[config.mk]
export PLATFORM = sky130hd
export DESIGN_NAME = spcu_top
export DESIGN_NICKNAME = d
export VERILOG_FILES = /design/src/hw/spcu_pkg.sv /design/src/hw/spcu_top.sv
export SDC_FILE = /design/constraint.sdc
export NUM_CORES = 1
export LEC_CHECK = 0
export ABC_AREA = 1
export BUFFER_PORTS_ARGS = -buffer_cell sky130_fd_sc_hd__buf_2
export CAP_MARGIN = 30
export CORE_UTILIZATION = 55
export CTS_BUF_LIST = sky130_fd_sc_hd__clkbuf_16
export DETAILED_ROUTE_END_ITERATION = 6
export PLACE_DENSITY = 0.77
export REMOVE_ABC_BUFFERS = 1
export SYNTH_ARGS = -nofsm -noshare
export SYNTH_HDL_FRONTEND = slang
export SYNTH_SLANG_ARGS = --single-unit
export TNS_END_PERCENT = 10
[constraint.sdc]
create_clock -name core_clk -period 5.5 [get_ports core_clk]
set_clock_uncertainty 0.2 [all_clocks]
set_input_delay 1.1 -clock core_clk [delete_from_list [all_inputs] [get_ports core_clk]]
set_output_delay 1.1 -clock core_clk [all_outputs]
set_load 0.005 [all_outputs]
[src/hw/spcu_pkg.sv]
`default_nettype none
// ****************************************************************
// Shared constants for the serial port configuration block.
// ****************************************************************
package spcu_pkg;
  // Core clock rate and documented line rates in bits per second.
  localparam int unsigned CLK_HZ     = 50_000_000;
  localparam int unsigned RATE_300   = 300;
  localparam int unsigned RATE_1200  = 1200;
  localparam int unsigned RATE_9600  = 9600;
  localparam int unsigned RATE_19K2  = 19_200;
  // Core clock cycles per bit for each rate.
  localparam logic [17:0] BIT_CYC_300  = 18'(CLK_HZ / RATE_300);
  localparam logic [17:0] BIT_CYC_1200 = 18'(CLK_HZ / RATE_1200);
  localparam logic [17:0] BIT_CYC_9600 = 18'(CLK_HZ / RATE_9600);
  localparam logic [17:0] BIT_CYC_19K2 = 18'(CLK_HZ / RATE_19K2);
  // Transmit turn-around delay in milliseconds and in cycles.
  localparam int unsigned TURN_MS  = 10;
  localparam logic [18:0] TURN_CYC = 19'(CLK_HZ / 1000 * TURN_MS);
  // Register byte addresses.
  localparam logic [7:0] ADDR_DATA   = 8'h00;
  localparam logic [7:0] ADDR_CTRL   = 8'h04;
  localparam logic [7:0] ADDR_STATUS = 8'h08;
  localparam logic [7:0] ADDR_ISTAT  = 8'h0C;
  localparam logic [7:0] ADDR_IMASK  = 8'h10;
  localparam logic [7:0] ADDR_CONFIG = 8'h14;
  // Configuration switch positions, switch 1 at bit 0.
  localparam int unsigned SW_RATE   = 0;
  localparam int unsigned SW_PARITY = 2;
  localparam int unsigned SW_LOOP   = 3;
  localparam int unsigned SW_DELAY  = 4;
  localparam int unsigned SW_KEY    = 5;
  // Valid unit address range.
  localparam logic [7:0] UNIT_MIN = 8'h01;
  localparam logic [7:0] UNIT_MAX = 8'h5A;
  // Interrupt status bit positions.
  localparam int unsigned IRQ_RX  = 0;
  localparam int unsigned IRQ_TX  = 1;
  localparam int unsigned IRQ_PAR = 2;
  localparam int unsigned IRQ_FRM = 3;
  localparam int unsigned IRQ_OVR = 4;
  localparam int unsigned IRQ_W   = 5;
  // Values after reset.
  localparam logic [IRQ_W-1:0] IMASK_RST = 5'h00;
  localparam logic [10:0]      TX_SH_RST = 11'h7FF;
  // Bits left after the start bit, with and without parity; the stop bit counts for transmit only.
  localparam logic [3:0] TX_BITS_PAR = 4'hA;
  localparam logic [3:0] TX_BITS_NOP = 4'h9;
  localparam logic [3:0] RX_BITS_PAR = 4'h9;
  localparam logic [3:0] RX_BITS_NOP = 4'h8;
  typedef enum logic [1:0] {T_IDLE, T_DELAY, T_WAIT, T_SEND} spcu_tx_t;
  typedef enum logic [1:0] {R_IDLE, R_START, R_DATA, R_STOP} spcu_rx_t;
endpackage
`default_nettype wire

[src/hw/spcu_top.sv]
// Decided for this implementation: the strobed register port and the placing of the registers.
`default_nettype none
// Overview of operation
// - Two switches choose one of four bit rates.
// - Parity switch enables odd parity both directions.
// - Switch 4 loops back, only while offline.
// - Switch 5 adds a 10 ms turn-around.
// - A switch gates the keying output.
// - Eight switches give unit address 1..90.
// - Link comes up at power only if online.
// - Logic one is mark; idle line is mark.
// - Raise RTS, delay, send with CTS, drop.
// - CTS loss pauses at boundary; receive ignores handshakes.
module spcu_top #(
  parameter logic [17:0] P_BIT_300  = spcu_pkg::BIT_CYC_300,
  parameter logic [17:0] P_BIT_1200 = spcu_pkg::BIT_CYC_1200,
  parameter logic [17:0] P_BIT_9600 = spcu_pkg::BIT_CYC_9600,
  parameter logic [18:0] P_TURN     = spcu_pkg::TURN_CYC
) (
  input  wire logic        core_clk,
  input  wire logic        rst,
  input  wire logic [7:0]  cfg_sw,
  input  wire logic [7:0]  addr_sw,
  input  wire logic        online_i,
  input  wire logic        cpu_run_i,
  input  wire logic [7:0]  reg_addr,
  input  wire logic [31:0] reg_wdata,
  input  wire logic        reg_wr,
  input  wire logic        reg_rd,
  output logic      [31:0] reg_rdata,
  input  wire logic        rxd_i,
  output logic             txd_o,
  output logic             rts_o,
  input  wire logic        cts_i,
  output logic             key_o,
  output logic             link_en_o,
  output logic             term_led_o,
  output logic      [7:0]  unit_addr_o,
  output logic             addr_valid_o,
  output logic             irq_o
);
  // ****************************************************************
  // Switch decoding
  // ****************************************************************
  // Cycles per bit for a rate selection; used by both directions.
  function automatic logic [17:0] bit_cyc(input logic [1:0] sel);
    case (sel)
      2'h0:    bit_cyc = P_BIT_300;
      2'h1:    bit_cyc = P_BIT_1200;
      2'h2:    bit_cyc = P_BIT_9600;
      default: bit_cyc = spcu_pkg::BIT_CYC_19K2;
    endcase
  endfunction

  localparam int unsigned IRQ_W_L = spcu_pkg::IRQ_W;
  logic [1:0]          rate_sel;
  logic                par_en;
  logic                dly_en;
  logic                loop_act;
  logic [17:0]         bc;
  spcu_pkg::spcu_tx_t  tx_st_q;
  spcu_pkg::spcu_rx_t  rx_st_q;
  logic [18:0]         tx_dly_q;
  logic [17:0]         tx_cnt_q;
  logic [3:0]          tx_bits_q;
  logic [10:0]         tx_sh_q;
  logic [7:0]          hold_q;
  logic                hold_full_q;
  logic                tx_load;
  logic                ctrl_blk_q;
  logic [17:0]         rx_cnt_q;
  logic [3:0]          rx_bits_q;
  logic [8:0]          rx_sh_q;
  logic                rx_line;
  logic                rx_done;
  logic [7:0]          rx_data_q;
  logic                rx_full_q;
  logic                link_q;
  logic                boot_q;
  logic                online_q;
  logic [IRQ_W_L-1:0]  istat_q;
  logic [IRQ_W_L-1:0]  imask_q;
  logic [IRQ_W_L-1:0]  ev;
  logic                wr_data;
  logic                rd_data;

  // Rate selection is {switch 2, switch 1}.
  assign rate_sel     = cfg_sw[spcu_pkg::SW_RATE +: 2];
  assign bc           = bit_cyc(rate_sel);
  assign par_en       = cfg_sw[spcu_pkg::SW_PARITY];
  assign dly_en       = cfg_sw[spcu_pkg::SW_DELAY];
  // Loop-back is refused while online so live traffic is never echoed.
  assign loop_act     = cfg_sw[spcu_pkg::SW_LOOP] & ~online_i;
  assign rx_line      = loop_act ? tx_sh_q[0] : rxd_i;
  assign unit_addr_o  = addr_sw;
  assign addr_valid_o = (addr_sw >= spcu_pkg::UNIT_MIN) && (addr_sw <= spcu_pkg::UNIT_MAX);

  // ****************************************************************
  // Link enable and terminal indicator
  // ****************************************************************
  // The power-up state is sampled on the first edge after reset; the
  // link later needs an offline-to-online move with the CPU in run.
  always_ff @(posedge core_clk or posedge rst) begin
    if (rst) begin
      boot_q   <= 1'b0;
      link_q   <= 1'b0;
      online_q <= 1'b0;
    end else begin
      boot_q   <= 1'b1;
      online_q <= online_i;
      if (!boot_q) begin
        link_q <= online_i & cpu_run_i;
      end else if (!online_i || !cpu_run_i) begin
        link_q <= 1'b0;
      end else if (!online_q) begin
        link_q <= 1'b1;
      end
    end
  end
  assign link_en_o  = link_q;
  assign term_led_o = link_q;

  // ****************************************************************
  // Transmitter
  // ****************************************************************
  assign tx_load = (tx_st_q == spcu_pkg::T_WAIT) & ctrl_blk_q & hold_full_q & cts_i;

  // Handshake sequence and character shifter; idle shifter is all ones.
  always_ff @(posedge core_clk or posedge rst) begin
    if (rst) begin
      tx_st_q   <= spcu_pkg::T_IDLE;
      tx_dly_q  <= '0;
      tx_cnt_q  <= '0;
      tx_bits_q <= '0;
      tx_sh_q   <= spcu_pkg::TX_SH_RST;
    end else begin
      case (tx_st_q)
        spcu_pkg::T_IDLE: begin
          if (ctrl_blk_q) begin
            tx_dly_q <= P_TURN - 19'h00001;
            tx_st_q  <= dly_en ? spcu_pkg::T_DELAY : spcu_pkg::T_WAIT;
          end
        end
        spcu_pkg::T_DELAY: begin
          if (!ctrl_blk_q) begin
            tx_st_q <= spcu_pkg::T_IDLE;
          end else if (tx_dly_q == '0) begin
            tx_st_q <= spcu_pkg::T_WAIT;
          end else begin
            tx_dly_q <= tx_dly_q - 19'h00001;
          end
        end
        spcu_pkg::T_WAIT: begin
          if (!ctrl_blk_q) begin
            tx_st_q <= spcu_pkg::T_IDLE;
          end else if (tx_load) begin
            // Stop, parity or second stop, data, start.
            tx_sh_q   <= {1'b1, (par_en ? ~^hold_q : 1'b1), hold_q, 1'b0};
            tx_bits_q <= par_en ? spcu_pkg::TX_BITS_PAR : spcu_pkg::TX_BITS_NOP;
            tx_cnt_q  <= bc - 18'h00001;
            tx_st_q   <= spcu_pkg::T_SEND;
          end
        end
        spcu_pkg::T_SEND: begin
          if (tx_cnt_q != '0) begin
            tx_cnt_q <= tx_cnt_q - 18'h00001;
          end else if (tx_bits_q == '0) begin
            tx_st_q <= spcu_pkg::T_WAIT;
          end else begin
            tx_sh_q   <= {1'b1, tx_sh_q[10:1]};
            tx_bits_q <= tx_bits_q - 4'h1;
            tx_cnt_q  <= bc - 18'h00001;
          end
        end
        default: tx_st_q <= spcu_pkg::T_IDLE;
      endcase
    end
  end
  assign txd_o = tx_sh_q[0];
  assign rts_o = (tx_st_q != spcu_pkg::T_IDLE);
  assign key_o = rts_o & cfg_sw[spcu_pkg::SW_KEY];

  // ****************************************************************
  // Receiver
  // ****************************************************************
  // Samples at mid-bit; takes no notice of RTS or CTS.
  always_ff @(posedge core_clk or posedge rst) begin
    if (rst) begin
      rx_st_q   <= spcu_pkg::R_IDLE;
      rx_cnt_q  <= '0;
      rx_bits_q <= '0;
      rx_sh_q   <= '0;
    end else begin
      case (rx_st_q)
        spcu_pkg::R_IDLE: begin
          if (!rx_line) begin
            rx_cnt_q <= {1'b0, bc[17:1]} - 18'h00001;
            rx_st_q  <= spcu_pkg::R_START;
          end
        end
        spcu_pkg::R_START: begin
          if (rx_cnt_q != '0) begin
            rx_cnt_q <= rx_cnt_q - 18'h00001;
          end else if (rx_line) begin
            rx_st_q <= spcu_pkg::R_IDLE;
          end else begin
            rx_cnt_q  <= bc - 18'h00001;
            rx_bits_q <= par_en ? spcu_pkg::RX_BITS_PAR : spcu_pkg::RX_BITS_NOP;
            rx_st_q   <= spcu_pkg::R_DATA;
          end
        end
        spcu_pkg::R_DATA: begin
          if (rx_cnt_q != '0) begin
            rx_cnt_q <= rx_cnt_q - 18'h00001;
          end else begin
            rx_sh_q   <= {rx_line, rx_sh_q[8:1]};
            rx_bits_q <= rx_bits_q - 4'h1;
            rx_cnt_q  <= bc - 18'h00001;
            if (rx_bits_q == 4'h1) begin
              rx_st_q <= spcu_pkg::R_STOP;
            end
          end
        end
        spcu_pkg::R_STOP: begin
          if (rx_cnt_q != '0) begin
            rx_cnt_q <= rx_cnt_q - 18'h00001;
          end else begin
            rx_st_q <= spcu_pkg::R_IDLE;
          end
        end
        default: rx_st_q <= spcu_pkg::R_IDLE;
      endcase
    end
  end
  assign rx_done = (rx_st_q == spcu_pkg::R_STOP) && (rx_cnt_q == '0);

  // Events; parity is odd over data and parity bit together.
  always_comb begin
    ev                   = '0;
    ev[spcu_pkg::IRQ_RX]  = rx_done;
    ev[spcu_pkg::IRQ_TX]  = tx_load;
    ev[spcu_pkg::IRQ_PAR] = rx_done & par_en & ~(^rx_sh_q);
    ev[spcu_pkg::IRQ_FRM] = rx_done & ~rx_line;
    ev[spcu_pkg::IRQ_OVR] = rx_done & rx_full_q;
  end

  // ****************************************************************
  // Register port and interrupts
  // ****************************************************************
  assign wr_data = reg_wr && (reg_addr == spcu_pkg::ADDR_DATA);
  assign rd_data = reg_rd && (reg_addr == spcu_pkg::ADDR_DATA);

  // Transmit holding and receive data; a write to a full holder is dropped.
  always_ff @(posedge core_clk or posedge rst) begin
    if (rst) begin
      hold_q      <= '0;
      hold_full_q <= 1'b0;
      rx_data_q   <= '0;
      rx_full_q   <= 1'b0;
    end else begin
      if (wr_data && !hold_full_q) begin
        hold_q      <= reg_wdata[7:0];
        hold_full_q <= 1'b1;
      end else if (tx_load) begin
        hold_full_q <= 1'b0;
      end
      // A new character beats a read in the same cycle.
      if (rx_done) begin
        rx_data_q <= par_en ? rx_sh_q[7:0] : rx_sh_q[8:1];
        rx_full_q <= 1'b1;
      end else if (rd_data) begin
        rx_full_q <= 1'b0;
      end
    end
  end

  // Control, mask and sticky status; a set outranks a clear by write.
  always_ff @(posedge core_clk or posedge rst) begin
    if (rst) begin
      ctrl_blk_q <= 1'b0;
      imask_q    <= spcu_pkg::IMASK_RST;
      istat_q    <= '0;
    end else begin
      if (reg_wr && reg_addr == spcu_pkg::ADDR_CTRL) begin
        ctrl_blk_q <= reg_wdata[0];
      end
      if (reg_wr && reg_addr == spcu_pkg::ADDR_IMASK) begin
        imask_q <= reg_wdata[IRQ_W_L-1:0];
      end
      if (reg_wr && reg_addr == spcu_pkg::ADDR_ISTAT) begin
        istat_q <= (istat_q & ~reg_wdata[IRQ_W_L-1:0]) | ev;
      end else begin
        istat_q <= istat_q | ev;
      end
    end
  end
  assign irq_o = |(istat_q & imask_q);

  // Read data stands for one cycle after the strobe; others read zero.
  always_ff @(posedge core_clk or posedge rst) begin
    if (rst) begin
      reg_rdata <= '0;
    end else if (!reg_rd) begin
      reg_rdata <= '0;
    end else begin
      case (reg_addr)
        spcu_pkg::ADDR_DATA:   reg_rdata <= {24'h000000, rx_data_q};
        spcu_pkg::ADDR_CTRL:   reg_rdata <= {31'h00000000, ctrl_blk_q};
        spcu_pkg::ADDR_STATUS: reg_rdata <= {25'h0000000, loop_act, link_q, cts_i, rts_o,
                                             (tx_st_q == spcu_pkg::T_SEND), rx_full_q, hold_full_q};
        spcu_pkg::ADDR_ISTAT:  reg_rdata <= {27'h0000000, istat_q};
        spcu_pkg::ADDR_IMASK:  reg_rdata <= {27'h0000000, imask_q};
        spcu_pkg::ADDR_CONFIG: reg_rdata <= {16'h0000, cfg_sw[7:0], addr_valid_o, 7'h00} << 0 |
                                            {24'h000000, addr_sw};
        default:               reg_rdata <= '0;
      endcase
    end
  end

  // ****************************************************************
  // Assertions
  // ****************************************************************
  property p_rate_19k2;
    @(posedge core_clk) disable iff (rst)
      (tx_st_q == spcu_pkg::T_WAIT) && tx_load && (rate_sel == 2'h3) |=> (tx_cnt_q == 18'h00A2B);
  endproperty
  a_rate_19k2: assert property (p_rate_19k2) else $error("bit period wrong at 19.2k");

  property p_par_bit;
    @(posedge core_clk) disable iff (rst)
      tx_load && par_en |=> (tx_sh_q[9] == ~^tx_sh_q[8:1]);
  endproperty
  a_par_bit: assert property (p_par_bit) else $error("transmit parity not odd");

  property p_loop;
    @(posedge core_clk) disable iff (rst)
      online_i |-> (rx_line == rxd_i);
  endproperty
  a_loop: assert property (p_loop) else $error("loop-back active while online");

  property p_delay;
    @(posedge core_clk) disable iff (rst)
      $rose(rts_o) && dly_en |-> (tx_st_q == spcu_pkg::T_DELAY) && (tx_dly_q == P_TURN - 19'h00001);
  endproperty
  a_delay: assert property (p_delay) else $error("turn-around delay not started");

  property p_key;
    @(posedge core_clk) disable iff (rst)
      !cfg_sw[spcu_pkg::SW_KEY] |-> !key_o;
  endproperty
  a_key: assert property (p_key) else $error("keying output while disabled");

  property p_link_off;
    @(posedge core_clk) disable iff (rst)
      !online_i |=> !link_en_o;
  endproperty
  a_link_off: assert property (p_link_off) else $error("link enabled while offline");

  property p_idle_mark;
    @(posedge core_clk) disable iff (rst)
      (tx_st_q != spcu_pkg::T_SEND) |-> txd_o;
  endproperty
  a_idle_mark: assert property (p_idle_mark) else $error("line not at mark between characters");

  property p_cts_gate;
    @(posedge core_clk) disable iff (rst)
      (tx_st_q == spcu_pkg::T_WAIT) && !cts_i |=> (tx_st_q != spcu_pkg::T_SEND);
  endproperty
  a_cts_gate: assert property (p_cts_gate) else $error("character started without CTS");

  property p_start_bit;
    @(posedge core_clk) disable iff (rst)
      tx_load |=> !txd_o && rts_o;
  endproperty
  a_start_bit: assert property (p_start_bit) else $error("start bit missing");

  property p_rts_drop;
    @(posedge core_clk) disable iff (rst)
      !ctrl_blk_q && (tx_st_q == spcu_pkg::T_WAIT) |=> !rts_o;
  endproperty
  a_rts_drop: assert property (p_rts_drop) else $error("RTS held after block end");
endmodule
`default_nettype wire

* Yosys cells after proc, flatten, opt, wreduce, memory -nomap -nowiden
Index checks and enable logic that the tools add are counted.
Widths: inputs -> output; s select.
** Storage, ports and cells
- Register bits after elaboration :: 151
- Output and inout port bits :: 47
- Word-level logic and storage cells :: 182
** Cells by class
- $add $sub $neg :: 7
- Order comparisons :: 2
- Eq/ne operators :: 34
- Muxes and demuxes :: 61
- Bitwise operators :: 20
- Reduce and logical (&&, ||, !) cells :: 38
** Operators by type and width (count)
- $mux 18 :: 9
- $pmux 16 s6 :: 1
- $pmux 18 s4 :: 1
- $mux 19 :: 3
- $pmux 18 s3 :: 1
- $sub 18x1->18 const B :: 3
- $mux 11 :: 4
- $pmux 19 s2 :: 1
- $pmux 18 s2 :: 1
- $reduce_bool 18->1 :: 2
- $mux 2 :: 15
- $ne 2x2->1 const B :: 15
- $mux 4 :: 7
- $pmux 11 s2 :: 1
- $logic_not 19->1 :: 1
- $sub 19x1->19 const B :: 1
- $logic_not 18->1 :: 1
- $sub 17x1->18 const B :: 1
- $eq 8x4->1 const B :: 2
- $eq 8x5->1 const B :: 2
- $mux 16 :: 1
- $or 16x8->16 :: 1
- $pmux 2 s4 :: 2
- $pmux 4 s2 :: 2
- 31 further kinds :: 84

* Depth between registers and ports, before layout
Gate-level depths: netlist (run 1).
- Word-level depth :: 7
- Depth in mapped cells :: 12
- Depth with buffers taken out :: 12

* Worst setup path before layout (run 1)
No wires, ideal clock.
- Path kind :: in2out
- Start point :: in addr_sw[4]
- End point :: out addr_valid_o
- Arrival :: 1.499 ns
- Data required time :: 4.200 ns
- Path slack :: 2.701 ns
- Stages :: 4
- Buffers on the path :: 0
- Cells stage by stage :: nor2_1 -> nand3_1 -> nor3_1 -> nor3_1
** Between the ends
- Longest elaborated chain between the ends :: 2
- Elaborated cells between the ends (all ways) :: 3
- Classes of those cells :: 2 x order compare; 1 x reduce/logical
** RTL lines
- start, declared :: RTL line spcu_top.sv:23 : input wire logic [7:0] addr_sw,
- $ge 8x1->1 or $le 8x7->1 (tied branches) :: RTL line spcu_top.sv:96 : assign addr_valid_o = (addr_sw >= spcu_pkg::UNIT_MIN) && (addr_sw <= spcu_pkg::UNIT_MAX);
- $logic_and 1x1->1 * :: RTL line spcu_top.sv:96
- end, declared :: RTL line spcu_top.sv:39 : output logic addr_valid_o,
Mark *: on every way between the ends. The rest lies on a longest branch, timed or not.

* Worst setup path after layout (run 1)
- Start point :: in online_i
- End point :: reg rx_cnt_q[7]
** Between the ends
- Longest elaborated chain between the ends :: 5
- Elaborated cells between the ends (all ways) :: 6
- Classes of those cells :: 2 x eq/ne; 1 x mux; 2 x bitwise; 1 x reduce/logical
** RTL lines
- start, declared :: RTL line spcu_top.sv:24 : input wire logic online_i,
- $not 1->1 * :: RTL line spcu_top.sv:93 : assign loop_act = cfg_sw[spcu_pkg::SW_LOOP] & ~online_i;
- $and 1x1->1 * :: RTL line spcu_top.sv:93
- $mux 1 * :: RTL line spcu_top.sv:94 : assign rx_line = loop_act ? tx_sh_q[0] : rxd_i;
- $ne 3x3->1 (no source line) or $ne 2x2->1 (tied branches)
- $reduce_and 3->1 (no source line) *
- end signal, assigned :: RTL line spcu_top.sv:197 : rx_cnt_q <= {1'b0, bc[17:1]} - 18'h00001;
- end signal, assigned :: RTL line spcu_top.sv:203 : rx_cnt_q <= rx_cnt_q - 18'h00001;
- end signal, assigned :: RTL line spcu_top.sv:207 : rx_cnt_q <= bc - 18'h00001;
- end, declared :: RTL line spcu_top.sv:71 : logic [17:0] rx_cnt_q;
Marked as above.
A chain may end at the register's enable or synchronous reset.

==> out/metrics.csv, run 1 <==
stage,metric,value,unit
outcome,status,finished clean,
global_route,GRT Total Usage,0.263,
final_layout,Layout Nets,1334,
timing,unrepaired setup endpoints after global routing,false,
global_route,GRT met3 Usage,0.0582,
critical_path,CP required,5.66,ns
detailed_routing,# DRC,0,
critical_path,r2r setup slk,2.50,ns
detailed_routing,Antenna Nets Post-Route,0,
yosys,Post-synth EDFFs,0,
pwr,PwrDens,465,nW/um^2
clocking,Worst-path clk slew,0.06,ns
yosys,Synth async-reset ratio,1.00,
floorplan,chip width,126,microns
pwr,leak pwr,0.00496,uW
clocking,Post-CTS Hold Buffers,0,
detailed_routing,via count,7564,
hold_path,hold path endpoint,tx_sh_q[9],
timing,Fin Setup TNS,0,ns
final_layout,Final Cell Area,9370,sq um
critical_path,RR Endpoint,rx_cnt_q[3],
yosys,Cell variety after synth,46,
final_layout,final core occ,0.635,
place,RD Place Congestion,0.930,
timing,Tcrit/Tclk final,0.569,
yosys,Mean Syn Cell Area,7.09,sq um
global_route,vias in the first global route,7093,
yosys,Mapped Cells,1193,
clocking,number of setup buffers added after CTS,0,
floorplan,die height,126,microns
yosys,Synth Cell Area,8450,sq um
pwr,VDD IR max,312,uV
place,port bufs,70,
yosys,sequential area share after synthesis,0.398,
floorplan,die area,15900,sq um
job,Max Cap Violations,0,
global_route,largest net degree at the start of global routing,99,
clocking,CTS max path bufs,2,
place,HPWL after DPL,13700,microns
floorplan,Core Area,14800,sq um
clocking,CTS resizes,0,
global_route,Global Route met2 Usage,0.431,
final_layout,area grow syn2layout,10.8,%
timing,crit path time final,3.13,ns
yosys,Most used DFF post-synth,dfrtp_1,
critical_path,r2r worst-path depth,9,
timing,fmax,0.320,GHz
timing,WHS,0.275,ns
pwr,Power Total,4350,uW
yosys,YS warnings,0,
timing,Worst-Margin Slew,0.910,ns
clocking,clk_lat worst skew,0.43,ns
final_layout,antenna diode count,0,
floorplan,# rows,44,
critical_path,worst r2r src,rx_cnt_q[0],
clocking,CTS tree,built,
critical_path,critical path peak fanout,20,
timing,final setup fails,0,
timing,Slew Limit Headroom,0.391,
clocking,clk sink count,134,
critical_path,Critical Path Start Type,input pin,
timing,"Hold Violations, Final",0,
detailed_routing,DRT iter0 DRCs,599,
global_route,global-route wire length before repair,33300,microns
global_route,initial antenna violation count,0,
hold_path,Hold Path Depth,2,
clocking,CTS buffer count,17,
hold_path,HP Start,tx_sh_q[9],
clocking,root buf cell,clkbuf_16,
yosys,Synth Register Bits,134,
floorplan,initial core utilization,0.573,
place,Placement Cell Area,8760,sq um
critical_path,Critical Path AT,3.29,ns
detailed_routing,vias per cell,5.23,
hold_path,min-delay worst type,reg2reg,
detailed_routing,drt total wl,19500,microns
floorplan,I/O pin cnt,111,
final_layout,share of cells above drive strength 1,0.114,
detailed_routing,WL/cell,13.5,microns
clocking,H-tree depth,4,
global_route,Overflow after GRT,0,
critical_path,Crit. End Element,register,
detailed_routing,drt pass-1 iters,7,
critical_path,WS Path Type,in2reg,
global_route,"Most Used Layer, Global Route",met2,
timing,Max Slew Vio Count,0,
global_route,M1 GR Usage,0.348,
==> final cells by class <==
cell class                 count  area [sq um]
clock buffer                  17           425
clock inverter                15           176
fill                        1288          5390
inverter                     139           528
multi-input combinational    887          4280
sequential                   134          3370
tap                          184           230
timing repair buffer          71           358
==> kinds of logic (layout without fill, tap and decap cells) <==
logic type,Yosys count,after routing,share of synthesized area
and+or+nand+nor,667,667,0.332
AOI/OAI and AO/OA,131,131,0.0817
adders and majority gates,20,20,0.0296
other,2,17,0.000888
muxes,11,11,0.0135
buffers and inverters,187,242,0.102
xor gates and xnor gates,41,41,0.0425
DFF,134,134,0.398
==> cell usage after synthesis, types with 2 or more instances <==
cell type	count	area share
mux2i_1	8	0.0095
nor3_1	9	0.0053
nor2_4	2	0.0027
dfrtp_1	124	0.37
buf_4	26	0.023
nand2_4	2	0.0027
a21oi_1	15	0.0089
nand4_1	14	0.010
inv_1	135	0.060
xor2_1	26	0.027
nand2_1	405	0.18
nor2_1	130	0.058
conb_1	2	0.00089
nand3_1	82	0.049
o22ai_1	2	0.0015
nor2_2	7	0.0052
o21ai_0	78	0.046
mux2_2	3	0.0040
nand3b_1	4	0.0036
xnor2_1	15	0.016
a31oi_1	2	0.0015
buf_2	7	0.0041
buf_6	5	0.0067
ha_1	20	0.030
o21bai_1	3	0.0027
nand2_2	4	0.0030
inv_2	2	0.00089
dfstp_2	10	0.031
o21ai_1	25	0.015
a21oi_2	2	0.0021
nand3_4	2	0.0041
clkbuf_1	8	0.0036
==> worst max-delay path, cell delays in order <==
cell,delay (ns)
buf_2,0.11
inv_1,0.06
nand2_1,0.11
nand2_1,0.08
nand2_1,0.15
a21oi_1,0.31
o21ai_2,0.32
nor2_1,0.79
nand2_1,0.14
nand2_1,0.11
==> sequential cells by signal (all words and copies together) (netlist names), named ones only <==
register and flops:
boot_q 1, ctrl_blk_q 1, hold_full_q 1, hold_q 8
imask_q 5, istat_q 5, link_en_o 1, online_q 1
reg_rdata 16, rx_bits_q 4, rx_cnt_q 18, rx_data_q 8
rx_full_q 1, rx_sh_q 9, rx_st_q 1, tx_bits_q 4
tx_cnt_q 18, tx_dly_q 19, tx_sh_q 10, tx_st_q 2
==> where the power goes <==
part	switching, uW	internal [uW]
sequential	235	1240
clock	463	716
combinational	1140	555
total	1840	2510
==> how the worst max path moves through the flow <==
stage	startpoint	to	depth (start not counted)
after floorplan	rst	asynchronous set/reset pin	1
after global placement	online_i	rx_cnt_q[3]	10
after detailed placement	online_i	rx_cnt_q[17]	10
after CTS	online_i	rx_cnt_q[7]	10
after global routing	online_i	rx_cnt_q[15]	10
final	online_i	rx_cnt_q[7]	10
==> placed cells by master (no fill, tap or decap), types with 9 or more instances in the layout <==
cell type  synthesis  final
a21oi_1           15     15
buf_2              7     70
clkbuf_16          0     17
conb_1             2     17
dfrtp_1          124    124
dfstp_2           10     10
ha_1              20     20
inv_1            135    135
nand2_1          405    405
nand3_1           82     82
nand4_1           14     14
nor2_1           130    130
nor3_1             9      9
o21ai_0           78     78
o21ai_1           25     25
xnor2_1           15     15
xor2_1            26     26
==> per-layer routing <==
| layer | vias to the layer above | wire length (microns) |
|---|---|---|
| li1 | 3825 | - |
| met1 | 3484 | 9050 |
| met2 | 229 | 9150 |
| met3 | 26 | 1020 |
| met4 | 0 | 299 |
| met5 | - | 0 |
==> through the flow <==
| step | setup WS [ns] | cells |
|---|---|---|
| after floorplan | 0.634 | 1160 |
| after global placement | 1.99 | 1415 |
| after detailed placement | 1.90 | 1415 |
| after CTS | 2.31 | 1447 |
| after global routing | 2.14 | 1447 |
| final | 2.37 | 1447 |
Power figures use the tool's default switching activity.
==> run 2, diff against run 1 <==
clock period = 2.9 ns   (was 5.5 ns; I/O delays follow)
==> out/metrics.csv, run 2 (same netlist as run 1, synthesis figures left out) <==
stage,metric,value,unit,change
pwr,VDD IR max,539,uV,+73%
clocking,CTS resizes,0,,unchanged
timing,Tcrit/Tclk final,0.858,,
pwr,leak pwr,0.00499,uW,+0.61%
critical_path,Crit. End Element,register,,
final_layout,highest-count cells in the layout ignoring fill and taps,"nand2_1, inv_1, nor2_1",,
global_route,GRT met3 Usage,0.0421,,-0.0161
pwr,PwrDens,870,nW/um^2,+87%
critical_path,Critical Path AT,2.63,ns,-0.66 ns
timing,final setup fails,0,,unchanged
final_layout,antenna diode count,0,,unchanged
final_layout,max FFs per register,19,,unchanged
timing,crit path time final,2.49,ns,
clocking,number of setup buffers added after CTS,0,,unchanged
clocking,H-tree depth,4,,unchanged
global_route,vias in the first global route,7186,,+1.3%
final_layout,Largest regs,"tx_dly_q x19, rx_cnt_q x18, tx_cnt_q x18",,
detailed_routing,DRT iter0 DRCs,587,,-2.0%
critical_path,CP required,3.05,ns,-2.61 ns
detailed_routing,via count,7671,,+1.4%
timing,Worst-Margin Slew,0.566,ns,-0.344 ns
pwr,Net Sw Power,3490,uW,+90%
detailed_routing,drt total wl,19800,microns,+1.6%
final_layout,area grow syn2layout,11.5,%,
detailed_routing,# DRC,0,,unchanged
clocking,Worst-path clk slew,0.06,ns,about the same
final_layout,Largest Register,tx_dly_q,,
timing,Max Slew Vio Count,0,,unchanged
timing,Slew Limit Headroom,0.622,,+0.231
pwr,Combinational Power Share,0.394,,+0.005
place,RD Place Congestion,0.935,,+0.55%
global_route,"Most Used Layer, Global Route",met2,,
global_route,M1 GR Usage,0.347,,-0.00141
hold_path,min-delay worst type,in2async,,
clocking,CTS max path bufs,2,,unchanged
pwr,Reg power frac,0.343,,+0.003
floorplan,die height,126,microns,unchanged
floorplan,initial core utilization,0.573,,unchanged
critical_path,WS Path Type,reg2reg,,
clocking,CTS buffer count,17,,unchanged
critical_path,critical path peak fanout,27,,+35%
outcome,status,finished clean,,
floorplan,die area,15900,sq um,unchanged
pwr,clock share of power,0.263,,-0.008
floorplan,# rows,44,,unchanged
global_route,largest net degree at the start of global routing,60,,-39%
timing,"Hold Violations, Final",0,,unchanged
detailed_routing,Antenna Nets Post-Route,0,,unchanged
global_route,global-route wire length before repair,33400,microns,+0.27%
timing,WHS,0.0145,ns,-0.260 ns
detailed_routing,drt pass-1 iters,5,,-2
clocking,CTS tree,built,,
floorplan,chip width,126,microns,unchanged
clocking,clk_lat worst skew,0.43,ns,about the same
job,Max Cap Violations,0,,unchanged
global_route,Overflow after GRT,0,,unchanged
floorplan,I/O pin cnt,111,,unchanged
final_layout,Layout Nets,1343,,+0.67%
global_route,Global Route met2 Usage,0.434,,+0.00292
final_layout,final core occ,0.639,,+0.00390
global_route,initial antenna violation count,0,,unchanged
place,HPWL after DPL,14200,microns,+3.5%
clocking,root buf cell,clkbuf_16,,
detailed_routing,vias per cell,5.27,,+0.79%
clocking,Post-CTS Hold Buffers,0,,unchanged
floorplan,Core Area,14800,sq um,unchanged
detailed_routing,WL/cell,13.6,microns,+0.94%
final_layout,"leading cell type in the layout, fill and taps excluded",nand2_1,,
critical_path,Critical Path Start Type,register,,
pwr,Internal,4710,uW,+87%
place,port bufs,70,,unchanged
timing,fmax,0.402,GHz,
pwr,net switching fraction of the power,0.426,,+0.00340
timing,Fin Setup TNS,0,ns,unchanged
final_layout,share of cells above drive strength 1,0.118,,+0.00391
global_route,GRT Total Usage,0.262,,-0.00126
clocking,clk sink count,134,,unchanged
timing,unrepaired setup endpoints after global routing,false,,
-- run 2: metrics by stage --
| step | total power (uW) | setup WS, ns | std cells | cell area (sq um) |
|---|---|---|---|---|
| 2_1_floorplan | 5200 | -1.45 | 1160 | 8170 |
| 3_3_place_gp | 5900 | 0.500 | 1424 | 8840 |
| 3_5_place_dp | 6010 | 0.409 | 1424 | 8840 |
| 4_1_cts | 8190 | 0.387 | 1456 | 9420 |
| 5_1_grt | 8830 | 0.133 | 1456 | 9420 |
| 6_report | 8190 | 0.411 | 1456 | 9420 |
-- run 2: final cells by class --
type	count	area, sq um
inverter	139	528
tap	184	230
multi-input combinational	887	4280
clock buffer	17	425
sequential	134	3370
fill	1329	5330
clock inverter	15	154
timing repair buffer	80	438
-- run 2: path summary, 6_finish.rpt --
check	startpoint	to	slack [ns]	depth (start not counted)
worst max-delay path	tx_cnt_q[0]	tx_sh_q[5]	0.41	10
worst min-delay path	rst	reg_rdata[8]	0.01	2
worst max register to register	tx_cnt_q[0]	tx_sh_q[5]	0.41	10
worst min register to register	tx_sh_q[9]	tx_sh_q[9]	0.27	2
max in group asynchronous	rst	tx_sh_q[6]	1.78	3
min in group core_clk	online_i	online_q	0.08	1
-- run 2: power by group through the flow --
stage / Sequential, uW / Combinational [uW] / Clock (uW)
after floorplan: 2700 / 2500 / 0
after global placement: 2800 / 3100 / 0
after detailed placement: 2810 / 3200 / 0
after CTS: 2800 / 3220 / 2170
after global routing: 2870 / 3710 / 2250
final: 2810 / 3230 / 2150
-- run 2: worst max-delay path: stages, from the launching register on --
cell	delay, ns
dfrtp_1	0.36
inv_1	0.13
ha_1	0.19
nand4_1	0.09
nor2_1	0.18
nand2_1	0.16
nand2_4	0.20
nand3_4	0.30
nand2_2	0.41
nand2_1	0.10
o21ai_1	0.10
-- run 2: routing by layer --
metal | routed length [microns] | share of wire | vias to the layer above
li1 | - | - | 3828
met1 | 9170 | 0.46 | 3591
met2 | 9470 | 0.48 | 219
met3 | 831 | 0.042 | 33
met4 | 361 | 0.018 | 0
met5 | 0 | 0 | -
==> run 3, diff against run 2 <==
==> constraint.sdc (replaced) <==
create_clock -name core_clk -period 2.9 [get_ports core_clk]
set_clock_uncertainty 0.2 [all_clocks]
set_input_delay 0.145 -clock core_clk [delete_from_list [all_inputs] [get_ports core_clk]]
set_output_delay 0.145 -clock core_clk [all_outputs]
set_load 0.005 [all_outputs]
==> out/metrics.csv, run 3 (same netlist as run 1, synthesis figures left out) <==
stage,metric,value,unit,change
outcome,status,finished clean,,
pwr,Internal,4840,uW,+2.9%
place,placed cell count,1424,,unchanged
floorplan,initial core utilization,0.573,,unchanged
hold_path,min-delay worst type,in2reg,,
pwr,Net Sw Power,3520,uW,+0.92%
floorplan,I/O pin cnt,111,,unchanged
final_layout,"leading cell type in the layout, fill and taps excluded",nand2_1,,
place,HPWL after DPL,14000,microns,-1.7%
final_layout,share of cells above drive strength 1,0.117,,-0.000593
clocking,CTS max path bufs,2,,unchanged
critical_path,critical path peak fanout,27,,unchanged
critical_path,CP max-delay cell,nand2_2,,
pwr,PwrDens,856,nW/um^2,-1.6%
pwr,Power Total,8360,uW,+2.1%
pwr,net switching fraction of the power,0.421,,-0.00472
pwr,VDD IR max,679,uV,+26%
global_route,GRT Total Usage,0.269,,+0.00661
global_route,largest net degree at the start of global routing,81,,+35%
place,RD Place Congestion,0.922,,-1.4%
final_layout,fillers,1273,,-4.2%
clocking,number of setup buffers added after CTS,0,,unchanged
detailed_routing,vias per cell,5.22,,-1.0%
final_layout,Largest regs,"tx_dly_q x19, rx_cnt_q x18, tx_cnt_q x18",,
timing,Max Slew Vio Count,0,,unchanged
global_route,global-route wire length before repair,34300,microns,+2.7%
final_layout,highest-count cells in the layout ignoring fill and taps,"nand2_1, inv_1, nor2_1",,
critical_path,Crit. End Element,register,,
final_layout,Final Non-Filler Cells,1488,,+2.2%
final_layout,max FFs per register,19,,unchanged
critical_path,CP Cell Sequence,inv_1 > ha_1 > nand4_1 > nor2_1 > nand2_1 > nand2_4 > nand3_4 > nand2_2 > nand2_1 > o21ai_1,,
detailed_routing,DRT iter0 DRCs,744,,+27%
critical_path,CP required,3.05,ns,about the same
floorplan,# rows,44,,unchanged
floorplan,die area,15900,sq um,unchanged
floorplan,Core Area,14800,sq um,unchanged
final_layout,area taken by multi-input logic gates,4280,sq um,unchanged
clocking,CTS tree,built,,
critical_path,Buf/Inv on CP,1,,unchanged
critical_path,Critical Path AT,2.71,ns,+0.08 ns
timing,crit path time final,2.57,ns,+0.0762 ns
timing,Worst-Margin Slew,0.697,ns,+0.131 ns
place,port bufs,70,,unchanged
final_layout,Final Cell Area,9770,sq um,+3.7%
pwr,Combinational Power Share,0.392,,-0.002
pwr,clock share of power,0.272,,+0.009
critical_path,r2r setup slk,0.33,ns,-0.08 ns
place,Placement Cell Area,8830,sq um,-0.14%
clocking,CTS buffer count,17,,unchanged
critical_path,WS Path Type,reg2reg,,
pwr,Reg power frac,0.336,,-0.007
detailed_routing,# DRC,0,,unchanged
critical_path,Worst Setup SP,tx_cnt_q[0],,
clocking,clk_lat worst skew,0.43,ns,about the same
critical_path,"Top cell by count, worst path",nand2_1,,
detailed_routing,drt pass-1 iters,5,,unchanged
final_layout,Largest Register,tx_dly_q,,
final_layout,antenna diode count,0,,unchanged
critical_path,stages on the worst setup path,10,,unchanged
final_layout,Layout Nets,1375,,+2.4%
critical_path,worst r2r src,tx_cnt_q[0],,
job,Max Cap Violations,0,,unchanged
pwr,leak pwr,0.00515,uW,+3.1%
global_route,initial antenna violation count,0,,unchanged
clocking,Worst-path clk slew,0.06,ns,about the same
floorplan,chip width,126,microns,unchanged
critical_path,"delay-heaviest family, CP",simple AND/OR/NAND/NOR gates,,
floorplan,die height,126,microns,unchanged
clocking,clk sink count,134,,unchanged
global_route,vias in the first global route,7288,,+1.4%
timing,unrepaired setup endpoints after global routing,false,,
detailed_routing,via count,7760,,+1.2%
final_layout,area grow syn2layout,15.5,%,
clocking,H-tree depth,4,,unchanged
timing,Tcrit/Tclk final,0.885,,+0.0263
critical_path,r2r worst-path depth,10,,unchanged
final_layout,register area,3370,sq um,unchanged
detailed_routing,drt total wl,20200,microns,+1.6%
timing,"Hold Violations, Final",0,,unchanged
timing,fmax,0.390,GHz,-3.0%
critical_path,Critical Path Start Type,register,,
timing,Slew Limit Headroom,0.536,,-0.0862
critical_path,max incr delay on CP,0.40,ns,about the same
critical_path,RR Endpoint,tx_sh_q[5],,
global_route,Overflow after GRT,0,,unchanged
clocking,root buf cell,clkbuf_16,,
timing,final setup fails,0,,unchanged
detailed_routing,Antenna Nets Post-Route,0,,unchanged
detailed_routing,WL/cell,13.5,microns,-0.55%
critical_path,Worst Setup EP,tx_sh_q[5],,
-- run 3: worst min path at each step --
| stage | from | end | slack [ns] | cells past startpoint |
|---|---|---|---|---|
| 2_1_floorplan | online_i | online_q | -0.02 | 0 |
| 3_3_place_gp | online_i | online_q | 0.08 | 1 |
| 3_5_place_dp | online_i | online_q | 0.08 | 1 |
| 4_1_cts | reg_addr[7] | reg_rdata[7] | 0.008 | 6 |
| 5_1_grt | reg_addr[4] | reg_rdata[7] | 0.08 | 5 |
| 6_report | reg_addr[7] | reg_rdata[7] | 0.02 | 6 |
-- run 3: power groups by stage --
stage / clock network [uW] / logic, uW / registers [uW]
6_report: 2270 / 3280 / 2810
5_1_grt: 2390 / 3750 / 2870
4_1_cts: 2300 / 3250 / 2800
3_5_place_dp: 0 / 3190 / 2820
3_3_place_gp: 0 / 3110 / 2810
2_1_floorplan: 0 / 2500 / 2700
-- run 3: area by class of cell --
class / count / share of cell area
clock inverters: 15 / 0.0196
clock buffers: 17 / 0.0436
repair buffers: 112 / 0.0763
well taps: 184 / 0.0236
multi-input cells: 887 / 0.438
inverters: 139 / 0.0541
flip-flops and latches: 134 / 0.345
-- run 3: layer usage --
layer  routed length (microns)  up-vias  part of all wire  GRT usage
li1                          -     3910                 -          -
met1                      9310     3589              0.46      0.357
met2                      9510      226              0.47      0.445
met3                       951       35             0.047     0.0463
met4                       389        0             0.019     0.0936
met5                         0        -                 0          0
-- run 3: tightest hold or removal path, stage by stage --
cell     delay, ns
buf_2         0.08
nor2_1        0.04
nand3_1       0.08
nor2_1        0.12
nand2_1       0.09
a21oi_1       0.05
-- run 3: timing repair --
action                                 CTS  global route
resized for setup                        0             0
endpoints found under the hold margin  114             0
hold buffers                            32             0
-- run 3: per-stage QoR --
stage               setup TNS (ns)  setup slack (ns)  utilization  hold WS (ns)
CTS                              0             0.363        0.662       0.00825
finish                           0             0.335        0.662        0.0190
detailed placement               0             0.429        0.599        0.0843
global route                     0            0.0753        0.662        0.0789
global placement                 0             0.517        0.599        0.0832
floorplan                  -125.84             -1.01            -       -0.0236
